<file path="src/design/ctdc_pkg.sv">
// Constants and types for the channel 4 trim and signal-path config block
// Function
// - Channel 4 gain trim is at index 0x4E, resets to 0x80, code in 7-4.
// - Gain code steps 0.1 dB: 0 is -0.8 dB, 8 is 0 dB, 15 is +0.7 dB.
// - Channel 4 phase trim is at index 0x4F, resets to 0x00, all bits RW.
// - Channel 4 bits are delayed by phase-code modulator cycles.
// - Phase codes span the full 8-bit range, up to 255 modulator cycles.
// - Config 0 is at index 0x6B, resets to 0x01, fields 5-4, 3-2, 1-0.
// - Decimation field: 0 linear, 1 low latency, 2 ultra-low, 3 reserved.
// - Summation field 1 outputs the mean of channels 1 and 2; 0 disables it.
// - High-pass field: 0 programmable IIR, 1 to 3 fixed cutoffs, reset 1.
package ctdc_pkg;
   localparam int ADDR_W = 12;
   localparam int SAMPLE_W = 24;
   localparam int GAIN_FRAC = 15;
   localparam int PHASE_DEPTH = 255;
   localparam int MOD_DIV = 64;
   // Register indices; byte address is four times the index
   localparam logic [7:0] GAIN_TRIM_IDX = 8'h4e;
   localparam logic [7:0] PHASE_TRIM_IDX = 8'h4f;
   localparam logic [7:0] PATH_CFG0_IDX = 8'h6b;
   localparam logic [11:0] GAIN_TRIM_ADDR = {2'h0, GAIN_TRIM_IDX, 2'h0};
   localparam logic [11:0] PHASE_TRIM_ADDR = {2'h0, PHASE_TRIM_IDX, 2'h0};
   localparam logic [11:0] PATH_CFG0_ADDR = {2'h0, PATH_CFG0_IDX, 2'h0};
   // Reset values
   localparam logic [7:0] GAIN_TRIM_RST = 8'h80;
   localparam logic [7:0] PHASE_TRIM_RST = 8'h00;
   localparam logic [7:0] PATH_CFG0_RST = 8'h01;
   // Field positions and codes
   localparam int GAIN_CODE_LSB = 4;
   localparam int DECI_LSB = 4;
   localparam int SUM_LSB = 2;
   localparam int HPF_LSB = 0;
   localparam logic [3:0] GAIN_UNITY_CODE = 4'h8;
   localparam logic [1:0] SUM_AVG12 = 2'h1;
   localparam logic [1:0] RESP_OKAY = 2'h0;
   localparam logic [1:0] RESP_SLVERR = 2'h2;
   // Gain factors in Q2.15, -0.8 dB to +0.7 dB in 0.1 dB steps
   localparam logic [16:0] GAIN_LUT [16] = '{
      17'h074bd, 17'h07617, 17'h07775, 17'h078d7,
      17'h07a3d, 17'h07ba8, 17'h07d16, 17'h07e89,
      17'h08000, 17'h0817c, 17'h082fb, 17'h08480,
      17'h08609, 17'h08796, 17'h08928, 17'h08abe};

   typedef enum logic [1:0] {SEL_NONE, SEL_GAIN, SEL_PHASE, SEL_DSP}
      ctdc_sel_t;

   // Byte address to register select
   function automatic ctdc_sel_t decodeAddr(input logic [11:0] addr);
      if (addr == GAIN_TRIM_ADDR) begin
         return SEL_GAIN;
      end else if (addr == PHASE_TRIM_ADDR) begin
         return SEL_PHASE;
      end else if (addr == PATH_CFG0_ADDR) begin
         return SEL_DSP;
      end else begin
         return SEL_NONE;
      end
   endfunction
endpackage

</file>
<file path="src/design/ctdc_delay_if.sv">
// Link between the register block and the channel 4 phase delay line
`timescale 1ns/10ps
interface ctdc_delay_if;
   logic modEn;
   logic [7:0] code;
   logic bitIn;
   logic bitOut;
   modport source(output modEn, output code, output bitIn, input bitOut);
   modport sink(input modEn, input code, input bitIn, output bitOut);
endinterface

</file>
<file path="src/design/ctdc_phase_delay.sv">
// Channel 4 modulator-rate delay line steered by the phase code
`timescale 1ns/10ps
module ctdc_phase_delay #(
   parameter int DEPTH = ctdc_pkg::PHASE_DEPTH
) (
   input wire logic clk,
   input wire logic sys_rst,
   ctdc_delay_if.sink dl
);
   typedef struct packed {
      logic [DEPTH-1:0] line;
      logic outBit;
   } ctdc_dly_state_t;

   ctdc_dly_state_t q_reg;
   ctdc_dly_state_t q_next;

   // Shift one bit per modulator cycle, tap at code minus one; code 0 takes the input bit
   always_comb begin
      q_next = q_reg;
      if (dl.modEn) begin
         q_next.line = {q_reg.line[DEPTH-2:0], dl.bitIn};
         if (dl.code == 8'h00) begin
            q_next.outBit = dl.bitIn;
         end else begin
            q_next.outBit = q_reg.line[dl.code - 8'h01];
         end
      end
   end

   // State register
   always_ff @(posedge clk or posedge sys_rst) begin
      if (sys_rst) begin
         q_reg <= '0;
      end else begin
         q_reg <= q_next;
      end
   end

   assign dl.bitOut = q_reg.outBit;

   property p_zero_delay;
      @(posedge clk) disable iff (sys_rst)
      dl.modEn && dl.code == 8'h00 |=> q_reg.outBit == $past(dl.bitIn);
   endproperty
   a_zero_delay: assert property (p_zero_delay)
      else $error("code 0 did not pass the bit straight");

   property p_max_delay;
      @(posedge clk) disable iff (sys_rst)
      dl.modEn && dl.code == 8'hff |=> q_reg.outBit == $past(q_reg.line[254]);
   endproperty
   a_max_delay: assert property (p_max_delay)
      else $error("code 255 tap wrong");
endmodule

</file>
<file path="src/design/ctdc_trim_top.sv">
// Channel 4 trim and signal-path config registers with AXI4-Lite access
`timescale 1ns/10ps
module ctdc_trim_top #(
   parameter int MOD_DIV = ctdc_pkg::MOD_DIV
) (
   input wire logic clk,
   input wire logic sys_rst,
   input wire logic [11:0] s_axi_awaddr,
   input wire logic s_axi_awvalid,
   output logic s_axi_awready,
   input wire logic [31:0] s_axi_wdata,
   input wire logic [3:0] s_axi_wstrb,
   input wire logic s_axi_wvalid,
   output logic s_axi_wready,
   output logic [1:0] s_axi_bresp,
   output logic s_axi_bvalid,
   input wire logic s_axi_bready,
   input wire logic [11:0] s_axi_araddr,
   input wire logic s_axi_arvalid,
   output logic s_axi_arready,
   output logic [31:0] s_axi_rdata,
   output logic [1:0] s_axi_rresp,
   output logic s_axi_rvalid,
   input wire logic s_axi_rready,
   input wire logic pdmCh4In,
   output logic ch4PdmDelayed,
   output logic modClkEn,
   input wire logic sampleValid,
   input wire logic signed [23:0] ch1Sample,
   input wire logic signed [23:0] ch2Sample,
   input wire logic signed [23:0] ch4Sample,
   output logic outValid,
   output logic signed [23:0] ch4Trimmed,
   output logic signed [23:0] pairSample,
   output logic [1:0] decimationResponseSel,
   output logic [1:0] summationModeSel,
   output logic [1:0] highpassSel
);
   typedef struct packed {
      logic awready;
      logic wready;
      logic bvalid;
      logic [1:0] bresp;
      logic awHeld;
      logic [11:0] awAddr;
      logic wHeld;
      logic [7:0] wByte;
      logic wLane;
      logic arready;
      logic rvalid;
      logic [31:0] rdata;
      logic [1:0] rresp;
      logic [3:0] gainCode;
      logic [7:0] phaseCode;
      logic [7:0] dspCfg;
      logic [7:0] divCnt;
      logic modEn;
      logic outValid;
      logic signed [23:0] ch4Trim;
      logic signed [23:0] pairOut;
   } ctdc_top_state_t;

   ctdc_top_state_t q_reg;
   ctdc_top_state_t q_next;
   ctdc_pkg::ctdc_sel_t wrSel;
   ctdc_pkg::ctdc_sel_t rdSel;
   logic wrFire;
   logic signed [41:0] prod;
   logic signed [26:0] scaled;
   logic signed [24:0] pairSum;

   ctdc_delay_if dl();

   // Next-state logic: divider, bus slave, sample path
   always_comb begin
      q_next = q_reg;
      prod = ch4Sample * $signed({1'b0, ctdc_pkg::GAIN_LUT[q_reg.gainCode]});
      scaled = prod[41:15];
      pairSum = ch1Sample + ch2Sample;
      rdSel = ctdc_pkg::decodeAddr(s_axi_araddr);
      // Modulator clock enable
      q_next.modEn = 1'b0;
      if (q_reg.divCnt == 8'(MOD_DIV - 1)) begin
         q_next.divCnt = 8'h00;
         q_next.modEn = 1'b1;
      end else begin
         q_next.divCnt = q_reg.divCnt + 8'h01;
      end
      // Write address and data taken in either order
      if (s_axi_awvalid && q_reg.awready) begin
         q_next.awHeld = 1'b1;
         q_next.awAddr = s_axi_awaddr;
      end
      if (s_axi_wvalid && q_reg.wready) begin
         q_next.wHeld = 1'b1;
         q_next.wByte = s_axi_wdata[7:0];
         q_next.wLane = s_axi_wstrb[0];
      end
      if (q_reg.bvalid && s_axi_bready) begin
         q_next.bvalid = 1'b0;
      end
      wrSel = ctdc_pkg::decodeAddr(q_next.awAddr);
      wrFire = q_next.awHeld && q_next.wHeld && !q_next.bvalid;
      if (wrFire) begin
         q_next.awHeld = 1'b0;
         q_next.wHeld = 1'b0;
         q_next.bvalid = 1'b1;
         q_next.bresp = (wrSel == ctdc_pkg::SEL_NONE) ?
            ctdc_pkg::RESP_SLVERR : ctdc_pkg::RESP_OKAY;
         if (q_next.wLane) begin
            if (wrSel == ctdc_pkg::SEL_GAIN) begin
               // Low nibble is not stored
               q_next.gainCode =
                  q_next.wByte[ctdc_pkg::GAIN_CODE_LSB +: 4];
            end else if (wrSel == ctdc_pkg::SEL_PHASE) begin
               q_next.phaseCode = q_next.wByte;
            end else if (wrSel == ctdc_pkg::SEL_DSP) begin
               q_next.dspCfg = q_next.wByte;
            end
         end
      end
      q_next.awready = !q_next.awHeld;
      q_next.wready = !q_next.wHeld;
      // Read channel, one read outstanding
      if (q_reg.rvalid && s_axi_rready) begin
         q_next.rvalid = 1'b0;
      end
      if (s_axi_arvalid && q_reg.arready) begin
         q_next.rvalid = 1'b1;
         q_next.rresp = ctdc_pkg::RESP_OKAY;
         q_next.rdata = 32'h0;
         if (rdSel == ctdc_pkg::SEL_GAIN) begin
            q_next.rdata = {24'h0, q_reg.gainCode, 4'h0};
         end else if (rdSel == ctdc_pkg::SEL_PHASE) begin
            q_next.rdata = {24'h0, q_reg.phaseCode};
         end else if (rdSel == ctdc_pkg::SEL_DSP) begin
            q_next.rdata = {24'h0, q_reg.dspCfg};
         end else begin
            q_next.rresp = ctdc_pkg::RESP_SLVERR;
         end
      end
      q_next.arready = !q_next.rvalid;
      // Gain trim on channel 4, saturating, and channel pair average
      q_next.outValid = sampleValid;
      if (sampleValid) begin
         if (scaled > 27'sh07fffff) begin
            q_next.ch4Trim = 24'sh7fffff;
         end else if (scaled < 27'sh7800000) begin
            q_next.ch4Trim = 24'sh800000;
         end else begin
            q_next.ch4Trim = scaled[23:0];
         end
         if (q_reg.dspCfg[ctdc_pkg::SUM_LSB +: 2] == ctdc_pkg::SUM_AVG12) begin
            q_next.pairOut = pairSum[24:1];
         end else begin
            q_next.pairOut = ch1Sample;
         end
      end
   end

   // State register with documented reset values
   always_ff @(posedge clk or posedge sys_rst) begin
      if (sys_rst) begin
         q_reg <= '0;
         q_reg.awready <= 1'b1;
         q_reg.wready <= 1'b1;
         q_reg.arready <= 1'b1;
         q_reg.gainCode <= ctdc_pkg::GAIN_TRIM_RST[7:4];
         q_reg.phaseCode <= ctdc_pkg::PHASE_TRIM_RST;
         q_reg.dspCfg <= ctdc_pkg::PATH_CFG0_RST;
      end else begin
         q_reg <= q_next;
      end
   end

   ctdc_phase_delay #(
      .DEPTH(ctdc_pkg::PHASE_DEPTH)
   ) u_delay (
      .clk(clk),
      .sys_rst(sys_rst),
      .dl(dl)
   );

   // Delay line feed and outputs
   assign dl.modEn = q_reg.modEn;
   assign dl.code = q_reg.phaseCode;
   assign dl.bitIn = pdmCh4In;
   assign ch4PdmDelayed = dl.bitOut;
   assign modClkEn = q_reg.modEn;
   assign s_axi_awready = q_reg.awready;
   assign s_axi_wready = q_reg.wready;
   assign s_axi_bvalid = q_reg.bvalid;
   assign s_axi_bresp = q_reg.bresp;
   assign s_axi_arready = q_reg.arready;
   assign s_axi_rvalid = q_reg.rvalid;
   assign s_axi_rdata = q_reg.rdata;
   assign s_axi_rresp = q_reg.rresp;
   assign outValid = q_reg.outValid;
   assign ch4Trimmed = q_reg.ch4Trim;
   assign pairSample = q_reg.pairOut;
   assign decimationResponseSel = q_reg.dspCfg[ctdc_pkg::DECI_LSB +: 2];
   assign summationModeSel = q_reg.dspCfg[ctdc_pkg::SUM_LSB +: 2];
   assign highpassSel = q_reg.dspCfg[ctdc_pkg::HPF_LSB +: 2];

   property p_gain_write;
      @(posedge clk) disable iff (sys_rst)
      wrFire && q_next.wLane && wrSel == ctdc_pkg::SEL_GAIN
         |=> q_reg.gainCode == $past(q_next.wByte[7:4]);
   endproperty
   a_gain_write: assert property (p_gain_write)
      else $error("gain code not written");

   property p_gain_read;
      @(posedge clk) disable iff (sys_rst)
      s_axi_arvalid && q_reg.arready && rdSel == ctdc_pkg::SEL_GAIN
         |=> s_axi_rvalid && s_axi_rdata[3:0] == 4'h0
            && s_axi_rdata[7:4] == $past(q_reg.gainCode);
   endproperty
   a_gain_read: assert property (p_gain_read)
      else $error("gain trim read wrong");

   property p_unity_gain;
      @(posedge clk) disable iff (sys_rst)
      sampleValid && q_reg.gainCode == ctdc_pkg::GAIN_UNITY_CODE
         |=> outValid && ch4Trimmed == $past(ch4Sample);
   endproperty
   a_unity_gain: assert property (p_unity_gain)
      else $error("unity gain changed the sample");

   property p_phase_write;
      @(posedge clk) disable iff (sys_rst)
      wrFire && q_next.wLane && wrSel == ctdc_pkg::SEL_PHASE
         |=> dl.code == $past(q_next.wByte);
   endproperty
   a_phase_write: assert property (p_phase_write)
      else $error("phase code not written");

   property p_read_upper_zero;
      @(posedge clk) disable iff (sys_rst)
      s_axi_rvalid |-> s_axi_rdata[31:8] == 24'h0;
   endproperty
   a_read_upper_zero: assert property (p_read_upper_zero)
      else $error("upper read bits not zero");

   property p_pair_avg;
      @(posedge clk) disable iff (sys_rst)
      sampleValid && summationModeSel == ctdc_pkg::SUM_AVG12
         |=> pairSample == 24'((25'($past(ch1Sample))
            + 25'($past(ch2Sample))) >>> 1);
   endproperty
   a_pair_avg: assert property (p_pair_avg)
      else $error("pair average wrong");
endmodule

</file>
<file path="config.mk">
export PLATFORM = sky130hd
export DESIGN_NAME = ctdc_trim_top
export DESIGN_NICKNAME = d
export VERILOG_FILES = /design/src/design/ctdc_pkg.sv /design/src/design/ctdc_delay_if.sv /design/src/design/ctdc_phase_delay.sv /design/src/design/ctdc_trim_top.sv
export SDC_FILE = /design/constraint.sdc
export NUM_CORES = 2
export LEC_CHECK = 0
export BUFFER_PORTS_ARGS = -buffer_cell sky130_fd_sc_hd__buf_2
export CAP_MARGIN = 25
export CORE_ASPECT_RATIO = 2
export CORE_MARGIN = 2
export CORE_UTILIZATION = 60
export CTS_CLUSTER_DIAMETER = 100
export DETAILED_ROUTE_END_ITERATION = 8
export GPL_TIMING_DRIVEN = 0
export PLACE_DENSITY = 0.8
export REMOVE_ABC_BUFFERS = 1
export SYNTH_ARGS = -nofsm -noshare
export SYNTH_HDL_FRONTEND = slang
export SYNTH_HIERARCHICAL = 1
export SYNTH_SLANG_ARGS = --single-unit
</file>
<file path="constraint.sdc">
create_clock -name clk -period 10.56 [get_ports clk]
set_clock_uncertainty 0.2 [all_clocks]
set_input_delay 1.056 -clock clk [delete_from_list [all_inputs] [get_ports clk]]
set_output_delay 1.056 -clock clk [all_outputs]
set_load 0.01 [all_outputs]
</file>
==> load_flow_metrics.sql <==
INSERT INTO impl_metrics (metric_group, metric, value, unit) VALUES
('floorplan', 'overall_die_area', '0.0557', 'sq mm'),
('timing', 'finalSetupViolCount', '0', ''),
('clock_network', 'cts_post_setup_buffers_inserted', '0', ''),
('finish', 'syn2layout_area_growth', '7.22', '%'),
('logic_synthesis', 'post_synth_inst_count', '2903', ''),
('worst_setup_path', 'crit_path_start_kind', 'flip-flop', ''),
('finish', 'mostFrequentLayoutCell', 'sky130_fd_sc_hd__inv_1', ''),
('pwr', 'pwr_density_cell', '276', 'mW/mm^2'),
('floorplan', 'fp-row-count', '120', ''),
('worst_setup_path', 'kind_of_cell_adding_the_most_delay_to_the_critical_path', 'compound AO/OA/AOI/OAI gates', ''),
('grt', 'antenna_found_initial', '4', ''),
('clock_network', 'post_cts_resized', '0', ''),
('route', '1st_pass_router_iterations', '5', ''),
('placed_design', 'dpl.cell_count', '3587', ''),
('timing', 'period_needed', '9640', 'ps'),
('logic_synthesis', 'netlist_area', '0.0322', 'sq mm'),
('clock_network', 'clock_tree_from_tritoncts', 'built', ''),
('finish', 'layout.nets', '3594', ''),
('floorplan', 'dieHeight', '332', 'um'),
('timing', 'rsz_0062_raised_after_global_routing', 'false', ''),
('worst_setup_path', 'cp_slowest_cell', 'sky130_fd_sc_hd__o21ai_2', ''),
('route', 'met3_length', '3.60', 'mm'),
('worst_setup_path', 'critical_path_buf_inv_count', '5', ''),
('timing', 'min_period_over_period', '91.3', '%'),
('pwr', 'p_switching', '4450', 'uW'),
('placed_design', 'input_output_buffers', '185', ''),
('logic_synthesis', 'avgSynthCellArea', '11.1', 'sq um'),
('placed_design', 'dp_hpwl', '59.8', 'mm'),
('worst_hold_path', 'worst_hold_startpoint', 'pairSample[3]', ''),
('grt', 'first_global_vias', '24200', ''),
('route', 'drc', '0', ''),
('clock_network', 'cts.reportedPaths.clkPinSlew', '70', 'ps'),
('worst_setup_path', 'maximum_fanout_along_the_worst_path', '24', ''),
('clock_network', 'ctsLongestPathBuffers', '3', ''),
('worst_setup_path', 'cp_num_cells', '26', ''),
('timing', 'whs', '278', 'ps'),
('clock_network', 'htree_levels', '2', ''),
('worst_setup_path', 'path_class', 'reg -> reg', ''),
('worst_setup_path', 'startpoint', 'q_reg[77]', ''),
('pwr', 'power_frac_comb', '68.7', '%'),
('clock_network', 'cts_buffers', '35', ''),
('worst_setup_path', 'critical_path.max_stage_delay', '890', 'ps'),
('timing', 'timing.final.max_slew_violations', '0', ''),
('pwr', 'p_leak', '0.0174', 'uW'),
('pwr', 'share_seq_of_total_power', '17.3', '%'),
('status', 'run_status', 'complete, no violations', ''),
('pwr', 'power.total', '9540', 'uW'),
('worst_setup_path', 'arrival', '9870', 'ps'),
('timing', 'max_freq', '0.104', 'GHz'),
('finish', 'layout_common_cells', '459 x sky130_fd_sc_hd__inv_1, 370 x sky130_fd_sc_hd__fa_1, 365 x sky130_fd_sc_hd__dfrtp_1', ''),
('clock_network', 'cts_hold_repair.buffers', '0', ''),
('floorplan', 'initial_core_utilization', '60.5', '%'),
('route', 'via_per_inst', '5.89', ''),
('worst_setup_path', 'timing.rr.end', 'ch4Trimmed[21]', ''),
('grt', 'first_pass_grt_wire_length', '125', 'mm'),
('pwr', 'power.switching_fraction', '46.7', '%'),
('job', 'cap_viol_max_count', '0', ''),
('route', 'final_antenna_net_count', '0', ''),
('pwr', 'power_frac_clock', '14.0', '%'),
('timing', 'hold_viol', '0', ''),
('worst_setup_path', 'crit-reg2reg-launch', 'q_reg[77]', ''),
('route', 'met1Wirelength', '24.4', 'mm'),
('worst_setup_path', 'worst_path_most_repeated_cell', 'sky130_fd_sc_hd__fa_1', ''),
('clock_network', 'clock_latency', '550', 'ps'),
('clock_network', 'cts_root_buf', 'sky130_fd_sc_hd__clkbuf_16', ''),
('route', 'dr_total_vias', '21500', ''),
('logic_synthesis', 'synth-main-ff-cell', 'sky130_fd_sc_hd__dfrtp_1', ''),
('grt', 'grt_overflow_total', '0', ''),
('route', 'post_drt_wl_per_cell', '21.0', 'um'),
('floorplan', 'fp.coreArea', '0.0533', 'sq mm'),
('worst_setup_path', 'cp-end-kind', 'flip-flop', '');
-- power by group through the flow --
stage | Clock [uW] | Sequential (uW) | Combinational, uW
4_1_cts | 1370 | 1650 | 6480
3_5_place_dp | 0 | 1680 | 6410
3_3_place_gp | 0 | 1670 | 6240
5_1_grt | 1420 | 1660 | 7250
2_1_floorplan | 0 | 1700 | 4690
6_report | 1340 | 1650 | 6550
-- metrics by stage --
stage	util [%]	instance area, sq um	worst slack, ps
finish	64.9	34600	918
global route	64.9	34600	517
CTS	64.8	34500	354
detailed placement	62.5	33300	398
global placement	61.5	32800	-722
floorplan	-	31000	1880
-- synth_stat cells (8+ instances only) --
cell                       instances  area share, %
sky130_fd_sc_hd__a21o_1           15           0.35
sky130_fd_sc_hd__a21oi_1          97            1.5
sky130_fd_sc_hd__a221o_1          23           0.71
sky130_fd_sc_hd__a22o_1            8           0.22
sky130_fd_sc_hd__a31oi_1          15           0.29
sky130_fd_sc_hd__and2_1          182            3.5
sky130_fd_sc_hd__and3_1           11           0.21
sky130_fd_sc_hd__buf_2            13           0.20
sky130_fd_sc_hd__buf_4            92            2.1
sky130_fd_sc_hd__buf_6             8           0.28
sky130_fd_sc_hd__clkbuf_1         98            1.1
sky130_fd_sc_hd__dfrtp_1         367             28
sky130_fd_sc_hd__fa_1            370             23
sky130_fd_sc_hd__ha_1            128            5.0
sky130_fd_sc_hd__inv_1           461            5.4
sky130_fd_sc_hd__mux2_2          283            9.9
sky130_fd_sc_hd__mux2_4            9           0.42
sky130_fd_sc_hd__mux2i_1          20           0.62
sky130_fd_sc_hd__mux4_1           10           0.82
sky130_fd_sc_hd__mux4_2           53            3.7
sky130_fd_sc_hd__nand2_1         187            2.2
sky130_fd_sc_hd__nand2b_1          9           0.17
sky130_fd_sc_hd__nand3_1          26           0.40
sky130_fd_sc_hd__nor2_1           74           0.86
sky130_fd_sc_hd__nor2b_1          69            1.3
sky130_fd_sc_hd__nor3_1           11           0.17
sky130_fd_sc_hd__o21a_1           11           0.26
sky130_fd_sc_hd__o21ai_0          36           0.56
sky130_fd_sc_hd__o22ai_1           8           0.16
sky130_fd_sc_hd__or3_1             8           0.16
sky130_fd_sc_hd__xnor2_1          39            1.1
sky130_fd_sc_hd__xor2_1           22           0.60
-- how the worst min path moves through the flow --
stage,to,slack (ps),cells after the start
4_1_cts,pairSample[3],270,2
3_5_place_dp,q_reg[54],270,1
6_report,pairSample[3],280,1
3_3_place_gp,s_axi_awready,250,1
2_1_floorplan,s_axi_wready,240,1
5_1_grt,pairSample[3],290,2
-- layout make-up --
cell class	count	area, sq um
fillers	4015	18700
repair buffers	211	1390
well taps	671	840
flip-flops and latches	372	9320
inverters	461	1740
clock buffers	51	1010
multi-input cells	1874	20000
clock inverters	13	216
diodes	2	5.00
-- layer usage --
metal / global-route usage (%) / vias up
met1: 28.2 / 11100
met3: 4.11 / 306
met4: 21.3 / 4
met2: 53.9 / 662
met5: 0 / -
li1: - / 9407
-- kinds of logic after synthesis --
family	count (synthesis)	synth area share, %
buf+inv	684	9.49
other cells	1	0.0116
fa+ha+maj	498	27.9
xor+xnor	63	1.76
mux	375	15.4
simple gates	627	10.3
flops	372	28.9
compound gates	283	6.12
(Power assumes the default switching activity.)
